===== config.mk =====
export PLATFORM = sky130hd
export DESIGN_NAME = interrupt_vector_address_map
export DESIGN_NICKNAME = d
export VERILOG_FILES = /design/src/inc/vector_map_pkg.sv /design/src/rtl/interrupt_vector_address_map.sv
export SDC_FILE = /design/constraint.sdc
export NUM_CORES = 1
export LEC_CHECK = 0
export BUFFER_PORTS_ARGS = -buffer_cell sky130_fd_sc_hd__buf_2
export CAP_MARGIN = 20
export CORE_ASPECT_RATIO = 0.5
export CORE_MARGIN = 5
export CORE_UTILIZATION = 25
export DETAILED_ROUTE_END_ITERATION = 16
export PLACE_DENSITY_LB_ADDON = 0.3
export SETUP_SLACK_MARGIN = 0.15
export SKIP_CTS_REPAIR_TIMING = 1
export SLEW_MARGIN = 20
export SYNTH_ARGS = -nofsm -noshare
export SYNTH_HDL_FRONTEND = slang
export SYNTH_SLANG_ARGS = --single-unit

===== constraint.sdc =====
create_clock -name sys_clk -period 6.6 [get_ports sys_clk]
set_input_delay 0.66 -clock sys_clk [delete_from_list [all_inputs] [get_ports sys_clk]]
set_output_delay 0.66 -clock sys_clk [all_outputs]
set_load 0.005 [all_outputs]

===== src/inc/vector_map_pkg.sv =====
package vector_map_pkg;
  // ==========================================================
  // vector table layout
  localparam int ADDR_W = 17;
  localparam int NUM_SRC = 34;
  localparam int IDX_W = 6;
  localparam logic [ADDR_W-1:0] RESET_ADDR = 17'h00000;
  localparam logic [ADDR_W-1:0] TABLE_BASE = 17'h00002;
  localparam logic [ADDR_W-1:0] BOOT_RESET_DEFAULT = 17'h1f000;
  // source index of the watchdog time-out request (vector 9)
  localparam logic [IDX_W-1:0] WDT_IDX = 6'h07;
  // sources from this index upward exist only with timer/counter 3
  localparam logic [IDX_W-1:0] TC3_FIRST_IDX = 6'h1e;
  localparam logic FUSE_PROGRAMMED = 1'b0;
  typedef enum logic [2:0] {
    ST_IDLE = 3'b001,
    ST_PRESENT = 3'b010,
    ST_WAIT = 3'b100
  } disp_state_t;
endpackage : vector_map_pkg


===== src/rtl/interrupt_vector_address_map.sv =====
module interrupt_vector_address_map
  import vector_map_pkg::*;
#(
  parameter bit HAS_TC3 = 1'b1,
  parameter logic [ADDR_W-1:0] BOOT_RESET_ADDR = BOOT_RESET_DEFAULT
) (
  input wire logic sys_clk,
  input wire logic rst_n,
  input wire logic clkEn,
  input wire logic bootResetFuse,
  input wire logic vectorTableSelect,
  input wire logic [NUM_SRC-1:0] irqReq,
  input wire logic vectorAck,
  output logic [ADDR_W-1:0] resetVector,
  output logic [ADDR_W-1:0] tableStart,
  output logic irqPending,
  output logic [ADDR_W-1:0] vectorAddr,
  output logic [IDX_W-1:0] vectorIdx,
  output logic watchdogFlagClear
);

  // ==========================================================
  // elaboration checks
  // the table is built of two-word entries, so the boot base must stay even
  if (BOOT_RESET_ADDR[0] != 1'b0) begin : g_bad_boot
    $error("boot reset address must be word pair aligned");
  end
  // the index field must reach every source
  if ((1 << IDX_W) < NUM_SRC) begin : g_bad_idx
    $error("index field too narrow for the source count");
  end

  // ==========================================================
  // fuse capture and address placement
  logic fuseMeta_ff;
  logic fuseLevel_ff;
  logic fuseProg;
  logic [ADDR_W-1:0] resetVector_ff;
  logic [ADDR_W-1:0] tableStart_ff;

  // the fuse is a static strap from outside the clock domain: two flops before use
  always_ff @(posedge sys_clk) begin
    if (!rst_n) begin
      fuseMeta_ff <= ~FUSE_PROGRAMMED;
      fuseLevel_ff <= ~FUSE_PROGRAMMED;
    end else if (clkEn) begin
      fuseMeta_ff <= bootResetFuse;
      fuseLevel_ff <= fuseMeta_ff;
    end
  end
  assign fuseProg = (fuseLevel_ff == FUSE_PROGRAMMED);

  always_ff @(posedge sys_clk) begin
    if (!rst_n) begin
      resetVector_ff <= RESET_ADDR;
      tableStart_ff <= TABLE_BASE;
    end else if (clkEn) begin
      resetVector_ff <= fuseProg ? BOOT_RESET_ADDR : RESET_ADDR;
      tableStart_ff <= vectorTableSelect ? ADDR_W'(BOOT_RESET_ADDR + TABLE_BASE)
                                         : TABLE_BASE;
    end
  end
  assign resetVector = resetVector_ff;
  assign tableStart = tableStart_ff;

  // ==========================================================
  // priority pick
  logic [NUM_SRC-1:0] reqMask;
  logic found;
  logic [IDX_W-1:0] pickIdx;

  // timer/counter 3 lines are dead on variants without it
  always_comb begin
    for (int i = 0; i < NUM_SRC; i++) begin
      reqMask[i] = irqReq[i] & (HAS_TC3 || (IDX_W'(i) < TC3_FIRST_IDX));
    end
  end

  // lowest index wins: scan downward so the last hit is the lowest
  always_comb begin
    found = 1'b0;
    pickIdx = '0;
    for (int i = NUM_SRC - 1; i >= 0; i--) begin
      if (reqMask[i]) begin
        found = 1'b1;
        pickIdx = IDX_W'(i);
      end
    end
  end

  function automatic logic [ADDR_W-1:0] vec_addr(input logic [ADDR_W-1:0] base,
                                                 input logic [IDX_W-1:0] idx);
    vec_addr = ADDR_W'(base + {idx, 1'b0});
  endfunction : vec_addr

  // ==========================================================
  // dispatch
  disp_state_t state_ff;
  disp_state_t nxt_state;
  logic [IDX_W-1:0] vectorIdx_ff;
  logic [ADDR_W-1:0] vectorAddr_ff;
  logic wdClr_ff;

  always_comb begin
    case (state_ff)
      ST_IDLE: nxt_state = found ? ST_PRESENT : ST_IDLE;
      ST_PRESENT: nxt_state = vectorAck ? ST_WAIT : ST_PRESENT;
      ST_WAIT: nxt_state = ST_IDLE;
      default: nxt_state = ST_IDLE;
    endcase
  end

  always_ff @(posedge sys_clk) begin
    if (!rst_n) begin
      state_ff <= ST_IDLE;
    end else if (clkEn) begin
      state_ff <= nxt_state;
    end
  end

  // the presented vector is frozen while the core fetches it
  always_ff @(posedge sys_clk) begin
    if (!rst_n) begin
      vectorIdx_ff <= '0;
      vectorAddr_ff <= TABLE_BASE;
    end else if (clkEn && state_ff == ST_IDLE && found) begin
      vectorIdx_ff <= pickIdx;
      vectorAddr_ff <= vec_addr(tableStart_ff, pickIdx);
    end
  end

  always_ff @(posedge sys_clk) begin
    if (!rst_n) begin
      wdClr_ff <= 1'b0;
    end else if (clkEn) begin
      wdClr_ff <= (state_ff == ST_PRESENT) && vectorAck && (vectorIdx_ff == WDT_IDX);
    end
  end

  assign irqPending = (state_ff == ST_PRESENT);
  assign vectorIdx = vectorIdx_ff;
  assign vectorAddr = vectorAddr_ff;
  assign watchdogFlagClear = wdClr_ff;

  // ==========================================================
  // per-source table offsets, kept apart from the address arithmetic so that
  // the checks below do not merely repeat the adder
  localparam logic [ADDR_W-1:0] SRC_OFFSET [NUM_SRC] = '{
    17'h00002, 17'h00004, 17'h00006,
    17'h00008, 17'h0000a, 17'h0000c, 17'h0000e,
    17'h00010,
    17'h00012, 17'h00014, 17'h00016,
    17'h00018, 17'h0001a, 17'h0001c, 17'h0001e,
    17'h00020, 17'h00022, 17'h00024,
    17'h00026,
    17'h00028, 17'h0002a, 17'h0002c,
    17'h0002e, 17'h00030, 17'h00032, 17'h00034, 17'h00036,
    17'h00038, 17'h0003a, 17'h0003c,
    17'h0003e, 17'h00040, 17'h00042, 17'h00044
  };
endmodule : interrupt_vector_address_map

# Yosys cells after proc, flatten, opt, wreduce, memory -nomap -nowiden
# Cells that the tools add are included.
[totals]
reg_bits = 63
in_bits = 40
wordCells = 89
[op_classes]
n_addsub = 1
eq_ne = 3
n_mux = 73
reduce_logical = 4
[ops]
columns = ["op", "n"]
rows = [
  ["$mux W6", 34],
  ["$mux W1", 34],
  ["$mux W17", 2],
  ["$add A17 B7 Y17", 1],
  ["$eq A6 B3 Y1 const B", 1],
  ["$pmux W3 S2", 1],
  ["$logic_and A1 B1 Y1", 4],
  ["$eq A3 B1 Y1 const B", 1],
  ["$eq A3 B2 Y1 const B", 1],
  ["$mux W3", 1],
  ["$mux W2", 1],
]

# Longest topological paths before layout
[logic_depth]
ltp_word = 36
mapped_depth = 8

# Least setup slack after synthesis
# No wires, ideal clock.
[synth_timing]
kind = "in2reg"
from = "in irqReq[16]"
to = "reg vectorAddr_ff[5], in the netlist vectorAddr[5]"
t_arrival_ns = 2.673
t_required_ns = 6.526
slack_ns = 3.853
cell_stages = 8
path_buffers = 0
path_cell_list = "or4_1 nor4b_1 a221oi_1 o41ai_2 ha_1 nand2_1 or3_1 a31oi_1"
[synth_between]
elab_chain_cells = 18
word_cells_on_any_way = 36
classes_between = "add/sub: 1; mux: 34; reduce/logical: 1"
[synth_rtl]
columns = ["element", "line", "text"]
rows = [
  ["start, declared", "interrupt_vector_address_map.sv:12", "input wire logic [NUM_SRC-1:0] irqReq,"],
  ["$mux W6 (17 in series)", "interrupt_vector_address_map.sv:84", "if (reqMask[i]) begin"],
  ["net pickIdx[1]", "interrupt_vector_address_map.sv:70", "logic [IDX_W-1:0] pickIdx;"],
  ["$add A17 B7 Y17", "interrupt_vector_address_map.sv:93", "vec_addr = ADDR_W'(base + {idx, 1'b0});"],
  ["end signal, assigned", "interrupt_vector_address_map.sv:128", "vectorAddr_ff <= vec_addr(tableStart_ff, pickIdx);"],
  ["end, declared", "interrupt_vector_address_map.sv:101", "logic [ADDR_W-1:0] vectorAddr_ff;"],
]
# The timed path passes the listed nets, and every way through them passes these cells.
# A chain may end at the register's enable or synchronous reset.

# Worst setup path after layout
# Same ends and word-level chain as after synthesis.

==> impl_metrics.csv <==
group,metric,value,unit
sta,tns,0,ns
sta,worstMarginPinSlew,0.8082,ns
synthesis,ys_ff_latch,22,
layout,num_antenna_cells,0,
synthesis,synthTopCellsByArea,"dfxtp_1 (25%), buf_4 (17%), mux2i_1 (5.6%)",
synthesis,synth-main-ff-cell,"dfxtp_1",
sta,hold_viol,0,
synthesis,syn_inst,221,
floorplan,die_height,69.63,µm
layout,drive_gt1_share,31.52,%
sta,rsz0062_at_grt,"false",
sta,drv_slew,0,
worst_setup_path,end_kind,"register",
sta,timing.final.crit_share,42.19,%
grt,grt_use_total,9.166,%
synthesis,ys_types,49,
grt,grt.overflow.total,0,
floorplan,design.core.area,6805,µm²
synthesis,async_reset_ff_share,0,%
worst_setup_path,critical_path_depth,9,
synthesis,avgSynthCellArea,8.045,µm²
synthesis,yosysTopAreaCell,"dfxtp_1",
sta,fin_crit,2.784,ns
clock_tree,htree_levels,1,
worst_setup_path,max_stage_delay,0.55,ns
layout,final_nets,318,
worst_setup_path,worstRegToRegCells,6,
outcome,status,"complete, no violations",
clock_tree,cts_tree,"yes",
clock_tree,clk_pin_slew,0.06,ns
clock_tree,cts-root-buf,"clkbuf_16",
clock_tree,clock-sinks,22,
hold_path,holdPathStages,2,
detailed_routing,ant_nets,0,
synthesis,synth-seq-area-share,24.77,%
layout,mostFrequentLayoutCell,"buf_2",
synthesis,ys_warn_count,0,
hold_path,min_path_type,"register to register",
power_and_ir_drop,ir_worst_vdd,0.07705,mV
worst_setup_path,crit_path_top_delay_cell,"or4_1",
worst_setup_path,worstPathMaxFanout,6,
layout,area_growth,17.95,%
worst_setup_path,crit_type,"input port to register",
detailed_routing,drt_iter0_drc,71,
floorplan,rows,21,
grt,grt_pass1_vias,1515,
worst_setup_path,arrival,2.96,ns
floorplan,io_pins,99,
detailed_routing,drt-vias-per-instance,4.459,
worst_setup_path,cp-start-kind,"input port",
grt,grt_max_degree,25,
floorplan,initial_core_util,26.13,%
clock_tree,clockBufferDepth,2,
job,cap_violations,0,
worst_setup_path,crit_required,6.78,ns
clock_tree,clock_latency,0.25,ns
detailed_routing,routed_wirelength,4390,µm
synthesis,synth_top_area_share,24.77,%
layout,final_area,2097,µm²
sta,relSlewSlack,45.62,%
power_and_ir_drop,pwr_density_cell,169.4,nW/µm²
sta,fmax,0.3591,GHz
layout,mostFrequentLayoutCells,"buf_2 (69), conb_1 (29), dfxtp_1 (22), nor2_1 (21), o21ai_0 (11)",
sta,setup-violations-final,0,
detailed_routing,dr.pass1.iters,4,
worst_setup_path,crit_chain,"buf_2 -> or4_1 -> nor4b_1 -> a221oi_1 -> o41ai_2 -> ha_1 -> nand2_1 -> or3_1 -> a31oi_1",
place,post-dp-hpwl,3602,µm
detailed_routing,dr_total_vias,1641,
place,dp.cells,364,
sta,finClkSkew,0.002351,ns
worst_setup_path,cpLargestDelayFamily,"simple AND/OR/NAND/NOR gates",
grt,grt_pass1_wl,7017,µm
clock_tree,cts_made_buffers,3,
power_and_ir_drop,leakage,0.0009551,µW
detailed_routing,drt-wirelength-per-cell,11.93,µm
place,io_buffers,69,
worst_setup_path,crit_buf_inv,1,
detailed_routing,remaining_drc_errors,0,
grt,antenna_found_initial,0,
layout,final_util,30.81,%
synthesis,synth_edf_count,0,
floorplan,fp.dieW,129.3,µm
synthesis,syn_area,1778,µm²
place,gp_congestion,0.8429,
floorplan,design.die.area,9000,µm²
place,dpl_cell_area,2008,µm²
layout,layoutNonFillerInstCount,368,
sta,holdWs,0.4253,ns
-- cells by family (layout without fill, tap and decap cells) --
logic type                 after synthesis  in the layout  synth area share (%)
AOI/OAI and AO/OA                       46             46                 18.79
xor gates and xnor gates                 1              1                0.4927
adders and majority gates                1              1                0.7036
buffers and inverters                   52             80                 20.13
DFF                                     22             22                 24.77
muxes                                   10             10                 5.630
other                                    2             29                0.4224
and+or+nand+nor                         87             87                 29.06
-- layer usage --
metal / part of all wire, % / track usage (%) / vias up
li1: - / - / 839
met1: 41 / 10.45 / 753
met2: 52 / 17.26 / 47
met3: 5.9 / 2.077 / 2
met4: 0.39 / 1.979 / 0
met5: 0 / 0 / -
-- stage by stage --
step,worst slack [ns],power [µW]
5_1_grt,3.628,375.4
3_5_place_dp,3.562,219.8
6_report,3.816,355.3
2_1_floorplan,3.853,203.2
4_1_cts,3.828,360.1
3_3_place_gp,3.571,218.8
-- path summary, 6_finish.rpt --
check	from	end	slack [ns]
min reg2reg	vectorAddr[7]$_SDFFE_PN0P_	vectorAddr[7]$_SDFFE_PN0P_	0.43
min	vectorAddr[7]$_SDFFE_PN0P_	vectorAddr[7]$_SDFFE_PN0P_	0.43
max	irqReq[16]	vectorAddr[5]$_SDFFE_PN0P_	3.82
max reg2reg	state_ff[0]$_SDFFE_PN1P_	vectorAddr[4]$_SDFFE_PN0P_	4.75
-- power by group --
group          leakage, µW  internal, µW  total, µW  switching [µW]
logic             0.000732          32.3       74.1            41.8
clock network    0.0000442          92.4        138            45.7
registers         0.000179           139        143            4.24
-- synth_stat cells, types with 2 or more instances --
| library cell | number |
|---|---|
| and2_1 | 2 |
| a21boi_0 | 3 |
| nor3b_1 | 2 |
| nor3_1 | 3 |
| nor4_1 | 8 |
| nand3b_1 | 2 |
| nand4_1 | 4 |
| or3_1 | 3 |
| or4_1 | 2 |
| a21oi_1 | 9 |
| nand2_1 | 10 |
| inv_1 | 7 |
| o31ai_1 | 3 |
| and2_4 | 2 |
| conb_1 | 2 |
| nand2b_1 | 6 |
| dfxtp_1 | 22 |
| or4_4 | 3 |
| nor2_1 | 21 |
| o21ai_0 | 11 |
| mux2i_1 | 10 |
| o21bai_1 | 2 |
| a31oi_1 | 4 |
| o211ai_1 | 4 |
| nand3_1 | 2 |
| clkbuf_1 | 2 |
| buf_4 | 41 |
| nor2b_1 | 9 |
| nor4b_1 | 2 |
-- layout make-up --
class / count / area [µm²]
Fill cell: 735 / 4708
Multi-Input combinational cell: 174 / 1081
Sequential cell: 22 / 440.4
Timing Repair Buffer: 69 / 345.3
Tap cell: 92 / 115.1
Clock buffer: 4 / 88.84
Inverter: 7 / 26.28
-- flip-flops by register name, indices dropped and copies added (netlist names) --
signal             count
state_ff               3
resetVector            1
tableStart             1
vectorIdx              6
vectorAddr             8
watchdogFlagClear      1
fuseMeta_ff            1
fuseLevel_ff           1
-- worst register-to-register path, delay by kind of cell, from the launching register on --
family | cells | cell delay (ns)
compound gates | 1 | 0.53
flops | 1 | 0.36
simple gates | 5 | 0.91
Power figures use the tool's default switching activity.
